## config.mk

```make
export PLATFORM = sky130hd
export DESIGN_NAME = elg_capture
export DESIGN_NICKNAME = d
export VERILOG_FILES = /design/src/core/elg_pkg.sv /design/src/core/elg_capture.sv
export SDC_FILE = /design/constraint.sdc
export NUM_CORES = 2
export LEC_CHECK = 0
export ABC_AREA = 1
export BUFFER_PORTS_ARGS = -buffer_cell sky130_fd_sc_hd__buf_4
export CAP_MARGIN = 10
export CORE_ASPECT_RATIO = 0.9
export CORE_UTILIZATION = 55
export CTS_CLUSTER_SIZE = 40
export DETAILED_ROUTE_END_ITERATION = 12
export HOLD_SLACK_MARGIN = 0.15
export PLACE_DENSITY = 0.76
export SLEW_MARGIN = 10
export SYNTH_ARGS = -nofsm -noshare
export SYNTH_HDL_FRONTEND = slang
export SYNTH_SLANG_ARGS = --single-unit
```

## constraint.sdc

```tcl
create_clock -name mclk -period 4 [get_ports mclk]
set_input_delay 0.4 -clock mclk [delete_from_list [all_inputs] [get_ports mclk]]
set_output_delay 0.4 -clock mclk [all_outputs]
set_load 0.05 [all_outputs]
```

## src/core/elg_pkg.sv

```systemverilog
// Package for the encoder latch and gate capture block
package elg_pkg;
  // ==========================================================
  // Register byte offsets
  localparam logic [7:0] CTRL_OFS = 8'h00;
  localparam logic [7:0] STATUS_OFS = 8'h04;
  localparam logic [7:0] LATCH1_OFS = 8'h08;
  localparam logic [7:0] LATCH2_OFS = 8'h0c;
  localparam logic [7:0] DIAG_OFS = 8'h10;
  localparam logic [7:0] OUTCFG_OFS = 8'h14;
  localparam logic [7:0] THRMASK_OFS = 8'h18;
  localparam logic [7:0] PULSE_OFS = 8'h1c;
  localparam logic [7:0] THR_OFS = 8'h20;
  localparam logic [7:0] VELON_OFS = 8'h40;
  localparam logic [7:0] VELOFF_OFS = 8'h44;
  // ==========================================================
  // Control and diagnostic register field positions
  localparam int EXT_POS_BIT = 0;
  localparam int EXT_NEG_BIT = 1;
  localparam int EXT2_POS_BIT = 2;
  localparam int EXT2_NEG_BIT = 3;
  localparam int CONT_EXT_BIT = 4;
  localparam int CONT_EXT2_BIT = 5;
  localparam int GATE_POL_LSB = 6;
  localparam int DIAG_CLR_BIT = 0;
  localparam int DIAG_ERR_BIT = 16;
  // ==========================================================
  // Status register field positions
  localparam int STAT_EXT_VALID_BIT = 0;
  localparam int STAT_EXT2_VALID_BIT = 1;
  localparam int STAT_EXT_LEVEL_BIT = 2;
  localparam int STAT_GATE_LEVEL_BIT = 3;
  localparam int STAT_INPUT_BIT = 4;
  localparam int STAT_ERR_BIT = 5;
  localparam int STAT_FREEZE_BIT = 6;
  localparam int STAT_OUT_LSB = 7;
  // ==========================================================
  // Output configuration field positions, output and threshold counts
  localparam int MODE_LSB = 0;
  localparam int MANUAL_LSB = 2;
  localparam int FUNC0_LSB = 4;
  localparam int FUNC1_LSB = 6;
  localparam int NUM_OUT = 2;
  localparam int NUM_THR = 8;
  localparam int THR_IDX_W = 3;
  // ==========================================================
  // Constants and modes
  localparam logic [31:0] RESET_WORD = 32'h0000_0000;
  localparam logic [15:0] DIAG_STATUS_OVV = 16'h8315;
  typedef enum logic [1:0] {
    GATE_OFF = 2'b00,
    GATE_HIGH = 2'b01,
    GATE_LOW = 2'b10
  } elg_gate_t;
  typedef enum logic [1:0] {
    FUNC_MANUAL = 2'b00,
    FUNC_COUNT = 2'b01,
    FUNC_VELO = 2'b10
  } elg_func_t;
endpackage : elg_pkg

```

## src/core/elg_capture.sv

```systemverilog
// Encoder latch, gate, status input and output switching with APB access
//
// Added by the designer: the APB slave port and the placing of the registers.
`timescale 1ns/1ns
module elg_capture (
  // Clock and reset
  input wire logic mclk,
  input wire logic reset_n,
  // APB slave
  input wire logic psel,
  input wire logic penable,
  input wire logic pwrite,
  input wire logic [7:0] paddr,
  input wire logic [31:0] pwdata,
  output logic [31:0] prdata,
  output logic pready,
  output logic pslverr,
  // Encoder counter and velocity
  input wire logic [31:0] counterValue,
  input wire logic [31:0] velocityValue,
  output logic counterFreeze,
  // Trigger and status pins
  input wire logic latchExtPin,
  input wire logic gateLatchPin,
  input wire logic statusPin,
  input wire logic overvoltagePin,
  output logic statusLedRed,
  // Diagnostic record
  output logic diagRecordValid,
  output logic [15:0] diagRecordCode,
  // Digital outputs
  output logic [1:0] digOut,
  output logic [1:0] digOutOe
);
  // ==========================================================
  // Declarations
  logic [2:0] extSync;
  logic [2:0] gateSync;
  logic [1:0] statSync;
  logic [1:0] ovvSync;
  logic ovvLast;
  logic [31:0] ctrl;
  logic [31:0] outCfg;
  logic [15:0] thrMask;
  logic [31:0] pulseLen;
  logic [31:0] thr [elg_pkg::NUM_THR];
  logic [31:0] velOn;
  logic [31:0] velOff;
  logic [31:0] latch1;
  logic [31:0] latch2;
  logic extValid;
  logic ext2Valid;
  logic [1:0] extOwner;
  logic [1:0] ext2Owner;
  logic extDone;
  logic ext2Done;
  logic statusErr;
  logic [31:0] next_prdata;
  logic mapped;
  logic wrEn;
  logic rise1;
  logic fall1;
  logic rise2;
  logic fall2;
  logic hit1;
  logic hit2;
  logic [1:0] en1;
  logic [1:0] en2;
  logic ovvEvent;
  logic diagClr;
  logic [1:0] countState;
  logic [1:0] velState;
  logic [31:0] pulseCnt [elg_pkg::NUM_OUT];
  logic [1:0] next_level;
  elg_pkg::elg_gate_t gatePol;

  // ==========================================================
  // Input synchronisers and edge detection
  always_ff @(posedge mclk or negedge reset_n) begin
    if (!reset_n) begin
      extSync <= 3'h0;
      gateSync <= 3'h0;
      statSync <= 2'h3;
      ovvSync <= 2'h0;
      ovvLast <= 1'b0;
    end else begin
      extSync <= {extSync[1:0], latchExtPin};
      gateSync <= {gateSync[1:0], gateLatchPin};
      statSync <= {statSync[0], statusPin};
      ovvSync <= {ovvSync[0], overvoltagePin};
      ovvLast <= ovvSync[1];
    end
  end

  assign rise1 = extSync[1] & ~extSync[2];
  assign fall1 = ~extSync[1] & extSync[2];
  assign rise2 = gateSync[1] & ~gateSync[2];
  assign fall2 = ~gateSync[1] & gateSync[2];
  assign ovvEvent = ovvSync[1] & ~ovvLast;
  assign en1 = {ctrl[elg_pkg::EXT_NEG_BIT], ctrl[elg_pkg::EXT_POS_BIT]};
  assign en2 = {ctrl[elg_pkg::EXT2_NEG_BIT], ctrl[elg_pkg::EXT2_POS_BIT]};
  assign gatePol = elg_pkg::elg_gate_t'(ctrl[elg_pkg::GATE_POL_LSB +: 2]);

  // Owned edge hits for each capture channel
  assign hit1 = (extOwner[0] & rise1) | (extOwner[1] & fall1);
  assign hit2 = (ext2Owner[0] & rise2) | (ext2Owner[1] & fall2);

  // ==========================================================
  // APB decode
  assign wrEn = psel & penable & pready & pwrite;
  assign diagClr = wrEn & (paddr == elg_pkg::DIAG_OFS) &
    pwdata[elg_pkg::DIAG_CLR_BIT];

  always_comb begin
    next_prdata = elg_pkg::RESET_WORD;
    mapped = 1'b1;
    case (paddr)
      elg_pkg::CTRL_OFS: next_prdata = ctrl;
      elg_pkg::STATUS_OFS: begin
        next_prdata[elg_pkg::STAT_EXT_VALID_BIT] = extValid;
        next_prdata[elg_pkg::STAT_EXT2_VALID_BIT] = ext2Valid;
        next_prdata[elg_pkg::STAT_EXT_LEVEL_BIT] = extSync[1];
        next_prdata[elg_pkg::STAT_GATE_LEVEL_BIT] = gateSync[1];
        next_prdata[elg_pkg::STAT_INPUT_BIT] = statSync[1];
        next_prdata[elg_pkg::STAT_ERR_BIT] = statusErr;
        next_prdata[elg_pkg::STAT_FREEZE_BIT] = counterFreeze;
        next_prdata[elg_pkg::STAT_OUT_LSB +: elg_pkg::NUM_OUT] = digOut;
      end
      elg_pkg::LATCH1_OFS: next_prdata = latch1;
      elg_pkg::LATCH2_OFS: next_prdata = latch2;
      elg_pkg::DIAG_OFS: begin
        next_prdata[15:0] = diagRecordCode;
        next_prdata[elg_pkg::DIAG_ERR_BIT] = statusErr;
      end
      elg_pkg::OUTCFG_OFS: next_prdata = outCfg;
      elg_pkg::THRMASK_OFS: next_prdata = {16'h0000, thrMask};
      elg_pkg::PULSE_OFS: next_prdata = pulseLen;
      elg_pkg::VELON_OFS: next_prdata = velOn;
      elg_pkg::VELOFF_OFS: next_prdata = velOff;
      default: begin
        if (paddr >= elg_pkg::THR_OFS && paddr < elg_pkg::VELON_OFS &&
            paddr[1:0] == 2'h0) begin
          next_prdata = thr[paddr[2 +: elg_pkg::THR_IDX_W]];
        end else begin
          mapped = 1'b0;
        end
      end
    endcase
  end

  // Bus answer one cycle after setup
  always_ff @(posedge mclk or negedge reset_n) begin
    if (!reset_n) begin
      pready <= 1'b0;
      prdata <= elg_pkg::RESET_WORD;
      pslverr <= 1'b0;
    end else begin
      pready <= psel & ~penable & ~pready;
      prdata <= (psel & ~penable & ~pwrite) ? next_prdata : prdata;
      pslverr <= psel & ~penable & ~mapped;
    end
  end

  // ==========================================================
  // Software written configuration
  always_ff @(posedge mclk or negedge reset_n) begin
    if (!reset_n) begin
      ctrl <= elg_pkg::RESET_WORD;
      outCfg <= elg_pkg::RESET_WORD;
      thrMask <= 16'h0000;
      pulseLen <= elg_pkg::RESET_WORD;
      velOn <= elg_pkg::RESET_WORD;
      velOff <= elg_pkg::RESET_WORD;
    end else if (wrEn) begin
      case (paddr)
        elg_pkg::CTRL_OFS: ctrl <= pwdata;
        elg_pkg::OUTCFG_OFS: outCfg <= pwdata;
        elg_pkg::THRMASK_OFS: thrMask <= pwdata[15:0];
        elg_pkg::PULSE_OFS: pulseLen <= pwdata;
        elg_pkg::VELON_OFS: velOn <= pwdata;
        elg_pkg::VELOFF_OFS: velOff <= pwdata;
        default: ctrl <= ctrl;
      endcase
    end
  end

  // Counter threshold table
  generate
    for (genvar i = 0; i < elg_pkg::NUM_THR; i++) begin : gThr
      always_ff @(posedge mclk or negedge reset_n) begin
        if (!reset_n) begin
          thr[i] <= elg_pkg::RESET_WORD;
        end else if (wrEn && paddr == elg_pkg::THR_OFS + 8'(4 * i)) begin
          thr[i] <= pwdata;
        end
      end
    end
  endgenerate

  // ==========================================================
  // Primary capture channel from the external latch input
  always_ff @(posedge mclk or negedge reset_n) begin
    if (!reset_n) begin
      extOwner <= 2'h0;
      extDone <= 1'b0;
      extValid <= 1'b0;
      latch1 <= elg_pkg::RESET_WORD;
    end else if (en1 == 2'h0) begin
      extOwner <= 2'h0;
      extDone <= 1'b0;
      extValid <= 1'b0;
    end else begin
      if (extOwner == 2'h0 && !extDone) begin
        extOwner <= en1;
      end
      if (hit1) begin
        latch1 <= counterValue;
        extValid <= 1'b1;
        if (!ctrl[elg_pkg::CONT_EXT_BIT]) begin
          extOwner <= 2'h0;
          extDone <= 1'b1;
        end
      end
    end
  end

  // Secondary capture channel from the gate/latch input
  always_ff @(posedge mclk or negedge reset_n) begin
    if (!reset_n) begin
      ext2Owner <= 2'h0;
      ext2Done <= 1'b0;
      ext2Valid <= 1'b0;
      latch2 <= elg_pkg::RESET_WORD;
    end else if (en2 == 2'h0) begin
      ext2Owner <= 2'h0;
      ext2Done <= 1'b0;
      ext2Valid <= 1'b0;
    end else begin
      if (ext2Owner == 2'h0 && !ext2Done) begin
        ext2Owner <= en2;
      end
      if (hit2) begin
        latch2 <= counterValue;
        ext2Valid <= 1'b1;
        if (!ctrl[elg_pkg::CONT_EXT2_BIT]) begin
          ext2Owner <= 2'h0;
          ext2Done <= 1'b1;
        end
      end
    end
  end

  // ==========================================================
  // Gate: freeze follows the same sample that captures
  always_ff @(posedge mclk or negedge reset_n) begin
    if (!reset_n) begin
      counterFreeze <= 1'b0;
    end else begin
      case (gatePol)
        elg_pkg::GATE_HIGH: counterFreeze <= gateSync[1];
        elg_pkg::GATE_LOW: counterFreeze <= ~gateSync[1];
        default: counterFreeze <= 1'b0;
      endcase
    end
  end

  // ==========================================================
  // Overvoltage diagnosis, set wins over clear
  always_ff @(posedge mclk or negedge reset_n) begin
    if (!reset_n) begin
      statusErr <= 1'b0;
    end else if (ovvEvent) begin
      statusErr <= 1'b1;
    end else if (diagClr) begin
      statusErr <= 1'b0;
    end
  end

  // Diagnostic record pulse and text code
  always_ff @(posedge mclk or negedge reset_n) begin
    if (!reset_n) begin
      diagRecordValid <= 1'b0;
      diagRecordCode <= 16'h0000;
    end else begin
      diagRecordValid <= ovvEvent;
      if (ovvEvent) begin
        diagRecordCode <= elg_pkg::DIAG_STATUS_OVV;
      end
    end
  end

  // Red indicator on alarm low or overvoltage
  always_ff @(posedge mclk or negedge reset_n) begin
    if (!reset_n) begin
      statusLedRed <= 1'b0;
    end else begin
      statusLedRed <= ~statSync[1] | statusErr | ovvSync[1];
    end
  end

  // ==========================================================
  // Counter threshold state: highest enabled threshold reached
  always_comb begin
    countState = 2'h0;
    for (int k = 0; k < elg_pkg::NUM_THR; k++) begin
      if (thrMask[elg_pkg::NUM_THR + k] && counterValue >= thr[k]) begin
        countState = {2{thrMask[k]}};
      end
    end
  end

  // Velocity hysteresis: first threshold on, second off
  always_ff @(posedge mclk or negedge reset_n) begin
    if (!reset_n) begin
      velState <= 2'h0;
    end else if (velocityValue >= velOn) begin
      velState <= 2'h3;
    end else if (velocityValue <= velOff) begin
      velState <= 2'h0;
    end
  end

  // ==========================================================
  // Two independent digital outputs
  generate
    for (genvar o = 0; o < elg_pkg::NUM_OUT; o++) begin : gOut
      always_comb begin
        case (elg_pkg::elg_func_t'(outCfg[elg_pkg::FUNC0_LSB + 2 * o +: 2]))
          elg_pkg::FUNC_COUNT: next_level[o] = countState[o] &
            (pulseLen == elg_pkg::RESET_WORD || pulseCnt[o] < pulseLen);
          elg_pkg::FUNC_VELO: next_level[o] = velState[o];
          default: next_level[o] = outCfg[elg_pkg::MANUAL_LSB + o];
        endcase
      end

      // Timed switching counts how long the threshold state holds
      always_ff @(posedge mclk or negedge reset_n) begin
        if (!reset_n) begin
          pulseCnt[o] <= elg_pkg::RESET_WORD;
        end else if (!countState[o]) begin
          pulseCnt[o] <= elg_pkg::RESET_WORD;
        end else if (pulseCnt[o] < pulseLen) begin
          pulseCnt[o] <= pulseCnt[o] + 32'h1;
        end
      end

      always_ff @(posedge mclk or negedge reset_n) begin
        if (!reset_n) begin
          digOut[o] <= 1'b0;
          digOutOe[o] <= 1'b0;
        end else begin
          digOut[o] <= next_level[o];
          digOutOe[o] <= next_level[o] |
            ~outCfg[elg_pkg::MODE_LSB + o];
        end
      end
    end
  endgenerate
endmodule : elg_capture

```

After elaboration in Yosys (flattened, before gate mapping)

Cells that the tools add are included.

ROM bits: 0
Memory bits (writable): 0
Bits in latches: 0
Word-level logic and storage cells: 220
Register bits: 624
Output and inout bits: 57
Memories: 0

Shifts and indexed selects: 0
Reductions and logical operators: 47
$mul: 0
Magnitude comparators: 15
Eq/ne operators: 27
Mux-type cells: 46
Div/mod/pow operators: 0
Bitwise logic cells: 41
$add $sub $neg: 2

Operators with widths:

| operator                                                                             | count |
|---|---|
| 32-bit greater-or-equal comparator                                                   | 9 |
| 32-bit 2-to-1 mux                                                                    | 7 |
| 15-bit one-hot mux with 8 select lines                                               | 1 |
| 32-bit binary-select mux with 3-bit select                                           | 1 |
| 9-bit one-hot mux with 10 select lines                                               | 1 |
| 8-bit one-hot mux with 10 select lines                                               | 1 |
| 32-bit by 1-bit adder with 32-bit output (second input constant)                     | 2 |
| 8-bit by 6-bit equality test with 1-bit output (second input constant)               | 8 |
| 32-bit < comparator                                                                  | 2 |
| 2-bit 2-to-1 mux                                                                     | 18 |
| 8-bit by 5-bit equality test with 1-bit output (second input constant)               | 4 |
| 32-bit <= comparator                                                                 | 1 |
| 32-bit zero test                                                                     | 1 |
| 1-bit bitwise AND                                                                    | 20 |
| 1-bit logical AND                                                                    | 20 |
| 2-bit AND reduction                                                                  | 10 |
| 8-bit by 4-bit equality test with 1-bit output (second input constant)               | 2 |
| 8-bit by 7-bit equality test with 1-bit output (second input constant)               | 2 |
| 1-bit 2-to-1 mux                                                                     | 14 |
| 1-bit NOT                                                                            | 14 |
| 2-bit zero test                                                                      | 5 |
| 10-bit OR reduction                                                                  | 1 |
| 8-bit by 3-bit equality test with 1-bit output (second input constant)               | 1 |
| 8-bit by 6-bit greater-or-equal comparator with 1-bit output (second input constant) | 1 |
| other kinds (13)                                                                     | 32 |

Depth between registers and ports, before layout

Word-level depth: 13
Mapped depth: 27
Mapped depth without buffers: 27

Worst setup path after synthesis

Ideal clock, no wire load.

Path type: reg-to-reg
From: reg pulseCnt[51] (netlist name)
To: reg pulseCnt[59] (netlist name)
Period minus slack after synthesis: 2.294 ns
Data required time: 3.881 ns
Path slack: 1.706 ns
Stages on the path, launching flop included: 15
Arrival time: 2.175 ns
Setup time: 0.119 ns
Path through: dfrtp_1 -> ha_1 -> a21oi_1 -> o21a_1 -> o221ai_1 -> a21oi_4 -> nand2_4 -> nor2_4 -> nand2_4 -> nor2_4 -> nand4_4 -> nor3_4 -> nand3_1 -> nand2_1 -> nor2_1

Cells in the longest elaborated chain, start to end: 3

RTL lines:

| element                                  | RTL line           | source |
|---|---|---|
| start: declaration                       | elg_capture.sv:73  | `logic [31:0] pulseCnt [elg_pkg::NUM_OUT];` |
| start signal: indexed assignment         | elg_capture.sv:339 | `pulseCnt[o] <= elg_pkg::RESET_WORD;` |
| start signal: indexed assignment         | elg_capture.sv:341 | `pulseCnt[o] <= elg_pkg::RESET_WORD;` |
| start signal: indexed assignment         | elg_capture.sv:343 | `pulseCnt[o] <= pulseCnt[o] + 32'h1;` |
| 32-bit by 1-bit adder with 32-bit output | elg_capture.sv:343 |  |
| 32-bit 2-to-1 mux                        | elg_capture.sv:342 | `end else if (pulseCnt[o] < pulseLen) begin` |
| 32-bit 2-to-1 mux                        | elg_capture.sv:340 | `end else if (!countState[o]) begin` |

Several ways; a longest one is shown, not always the timed one. The select of a mux whose other input is x is not followed.
A chain may end at the register's enable or synchronous reset.

Worst setup path in the final report

From: in counterValue[29]
To: reg pulseCnt[4] (netlist name)

Cells in the longest elaborated chain, start to end: 11

RTL lines:

| element                                                                                        | RTL line           | source |
|---|---|---|
| start: declaration                                                                             | elg_capture.sv:19  | `input wire logic [31:0] counterValue,` |
| 32-bit greater-or-equal comparator                                                             | elg_capture.sv:306 | `if (thrMask[elg_pkg::NUM_THR + k] && counterValue >= thr[k]) begin` |
| 1-bit logical AND                                                                              | elg_capture.sv:306 |  |
| 2-bit 2-to-1 mux (7 in a row)                                                                  | elg_capture.sv:306 |  |
| 2-bit 2-to-1 mux (*)                                                                           | elg_capture.sv:306 |  |
| 2-bit by 1-bit != test with 1-bit output (no source line) or 32-bit 2-to-1 mux (tied branches) | -                  |  |

Every way passes the cells marked *; elsewhere a longest branch is shown, timed or not.

==> results.py <==
metrics = {
    "run_status": {
        "status": "complete, no violations",
    },
    "critical_path": {
        "r2r_cells": 21,
        "reg2reg_from": "thr[255]",
        "cp-end-kind": "flip-flop",
        "path_max_fanout": 13,
        "rrSetupSlack_ns": 0.65,
        "cpMostUsedCell": "nand2_1",
        "crit_start": "counterValue[29]",
        "reg2reg_to": "pulseCnt[4]",
        "required_ns": 4.54,
        "path_delay_family": "simple AND/OR/NAND/NOR gates",
        "worstSetupPathType": "in2reg",
        "cp_slowest_cell": "dlygate4sd3_1",
        "startpoint_type": "input port",
        "max_stage_delay_ns": 0.55,
        "crit_arrival_ns": 3.98,
        "path_depth": 22,
        "endpoint": "pulseCnt[4]",
        "worstPathCellList": "dlygate4sd3_1 -> buf_4 -> ha_1 -> nand2_1 -> nor2_1 -> nand4_1 -> nor4_1 -> nand2_1 -> nand2_1 -> nand2_1 -> nand2_1 -> nand3_1 -> nand2_1 -> nand2_1 -> nand3_1 -> nand2_1 -> nand2_1 -> nand2_1 -> nand2_4 -> buf_4 -> o21ai_0 -> a21oi_1",
        "crit_buf_inv": 3,
    },
    "synthesis": {
        "synth_cells": 4462,
        "synth-edff-count": 0,
        "yosysSeqAreaShare_pct": 42.7,
        "avgSynthCellArea_um2": 8.18,
        "ys_warn_count": 0,
        "synth_top_flop_cell": "dfrtp_1",
        "ys_types": 67,
        "async_flop_share_pct": 100,
        "ys_ff_latch": 623,
        "synth_area_um2": 36500,
    },
    "cells_and_area": {
        "layout_commonest_cell": "nand2_1",
        "layout_common_cells": "nand2_1, dfrtp_1, o21ai_0",
        "antennaDiodeCount": 0,
        "syn2layout_area_growth_pct": 13.8,
        "fill_cells": 5594,
        "drive_above_1_share_pct": 9.24,
        "fin_nets": 5121,
    },
    "floorplan": {
        "die_w_um": 274,
        "ioPinCount": 170,
        "dieArea_um2": 67400,
        "dieHeight_um": 246,
        "placementRows": 89,
        "initial_core_util_pct": 55.6,
        "coreArea_um2": 65600,
    },
    "global_route": {
        "grt_pass1_vias": 31400,
        "grt_max_degree": 102,
        "grt_antenna_before_repair": 1,
        "grt_overflow": 0,
        "grtUsageTotal_pct": 34.9,
        "grt_pass1_wl_um": 180000,
    },
    "detailed_routing": {
        "vias_per_cell": 5.94,
        "ant_nets": 0,
        "first_pass_iters": 7,
        "vias": 32900,
        "routed_wl_um": 117000,
        "wire_per_inst_um": 21.1,
        "drc": 0,
        "drt_iter0_drc": 3404,
    },
    "clock_network": {
        "clkSlewWorstSetupHoldPaths_ns": 0.06,
        "cts_tree": "yes",
        "clock_latency_ns": 0.63,
        "cts-buffers-inserted": 69,
        "cts_root_buffer": "clkbuf_16",
        "cts_max_level": 3,
        "cts_sinks": 623,
        "ctsResizeCount": 0,
        "cts_buffer_depth": 3,
    },
    "sta": {
        "final.period_utilization_pct": 86.0,
        "rsz0062_at_grt": "no",
        "slew_violations": 0,
        "skew_ns": 0.0211,
        "max_slew_margin_pct": 18.5,
        "hold_violations": 0,
        "finalSetupTns_ns": 0,
        "max_freq_ghz": 0.291,
        "min_period_ns": 3.44,
        "setup_viol": 0,
        "tightestPinTransition_ns": 1.22,
    },
    "power_and_ir_drop": {
        "p_leak_uw": 0.0190,
        "p_switching_uw": 3770,
        "p_int_uw": 10700,
        "power.total_uw": 14500,
        "pwr-share-seq_pct": 44.8,
        "p_clk_share_pct": 45.1,
        "p_comb_share_pct": 10.0,
        "p_per_area_nw_per_um2": 349,
        "peakVddDrop_mv": 0.321,
        "switching_share_pct": 26.0,
    },
    "worst_hold_path": {
        "min_path_type": "in2reg",
    },
    "placement": {
        "dp.final_hpwl_um": 83300,
        "numPortBuffers": 159,
        "gp_congestion": 0.971,
    },
    "run": {
        "cap_violations": 0,
    },
}
[worst reg2reg max path, stage by stage, from the launching register on]
cell     delay [ns]
dfrtp_1        0.38
inv_1          0.07
ha_1           0.29
nand2_1        0.07
nor2_1         0.14
nand4_1        0.19
nor4_1         0.54
nand2_1        0.11
nand2_1        0.08
nand2_1        0.05
nand2_1        0.06
nand3_1        0.06
nand2_1        0.07
nand2_1        0.06
nand3_1        0.06
nand2_1        0.06
nand2_1        0.06
nand2_1        0.08
nand2_4        0.23
buf_4          0.30
o21ai_0        0.13
a21oi_1        0.15
[flip-flops by register name, indices dropped and copies added, names as in the netlist, 3 cells and up]
name / flops
ctrl: 32
extSync: 3
gateSync: 3
latch1: 32
latch2: 32
outCfg: 32
prdata: 32
pulseCnt: 64
pulseLen: 32
thr: 256
thrMask: 16
velOff: 32
velOn: 32
[per-stage QoR]
step | hold slack [ns] | setup slack (ns) | std cells | utilization [%] | cell area, um^2
after detailed placement | 0.347 | 0.651 | 5349 | 58.8 | 38600
after CTS | 0.155 | 0.707 | 5538 | 63.3 | 41500
final | 0.174 | 0.561 | 5538 | 63.3 | 41500
after global routing | 0.175 | 0.402 | 5538 | 63.3 | 41500
after floorplan | 0.104 | 1.71 | 4471 | - | 36500
after global placement | 0.335 | 0.719 | 5349 | 58.8 | 38600
[layout make-up]
cell class / instances / area (um^2) / share of cell area [%]
inverter: 625 / 2350 / 5.65
multi-input combinational: 3021 / 17800 / 42.8
sequential: 623 / 15600 / 37.5
tap: 864 / 1080 / 2.60
clock buffer: 98 / 2020 / 4.86
timing repair buffer: 280 / 2420 / 5.83
clock inverter: 27 / 284 / 0.684
[layer usage]
metal / GRT usage (%) / share of wire [%] / vias up
li1: - / - / 15200
met5: 0 / 0 / -
met4: 14.4 / 4.2 / 0
met3: 6.09 / 9.4 / 313
met1: 47.0 / 41 / 15700
met2: 55.5 / 46 / 1634
[synthesized netlist by cell type (all sizes together), types with 3 or more instances]
| master | n | area share, % |
|---|---|---|
| a31oi | 15 | 0.26 |
| buf | 40 | 0.70 |
| nor2 | 216 | 2.4 |
| o21a | 18 | 0.37 |
| nand3 | 104 | 1.5 |
| xor2 | 19 | 0.46 |
| inv | 623 | 6.4 |
| nor3 | 49 | 0.84 |
| o2111ai | 10 | 0.24 |
| nand4 | 46 | 0.83 |
| o221ai | 12 | 0.29 |
| o311ai | 3 | 0.072 |
| a2111oi | 5 | 0.12 |
| a41oi | 5 | 0.12 |
| a22oi | 10 | 0.21 |
| and3 | 3 | 0.051 |
| nor4b | 3 | 0.089 |
| ha | 388 | 13 |
| mux2 | 16 | 0.49 |
| dfrtp | 621 | 43 |
| a21o | 5 | 0.10 |
| nand2 | 962 | 10 |
| o211ai | 11 | 0.23 |
| clkbuf | 162 | 1.7 |
| a211oi | 9 | 0.19 |
| o21ai | 641 | 8.8 |
| nor3b | 5 | 0.17 |
| o22ai | 149 | 2.6 |
| o31ai | 5 | 0.10 |
| a21oi | 239 | 3.3 |
| nor4 | 18 | 0.37 |
| a221oi | 28 | 0.67 |
[cells by family (layout without fill, tap and decap cells)]
family          Yosys count  in the layout  share of synthesized area (%)
simple gates           1410           1410                           16.3
compound gates         1176           1176                           17.9
buf+inv                 827           1030                           8.80
flops                   623            623                           42.7
fa+ha+maj               388            388                           13.3
xor+xnor                 21             21                          0.504
mux                      16             16                          0.494
other cells               1             10                         0.0103
[what timing repair did]
item	CTS	global route
setup buffers	0	0
hold buffers	64	0
endpoints found under the hold margin	206	0
[worst min-delay path by stage]
stage	from	endpoint	cells past startpoint
after floorplan	reset_n	counterFreeze	0
after global placement	ovvSync[0]	ovvSync[1]	0
after detailed placement	gateSync[0]	gateSync[1]	0
after CTS	counterValue[30]	latch1[30]	3
after global routing	counterValue[2]	latch2[2]	2
final	counterValue[30]	latch1[30]	3
[power groups by stage]
stage	Combinational, uW	Clock [uW]	Sequential [uW]
floorplan	658	0	6660
global placement	1350	0	6600
detailed placement	1370	0	6610
CTS	1440	6590	6490
global route	1600	6830	6510
finish	1450	6540	6500
Power figures use the tool's default switching activity.
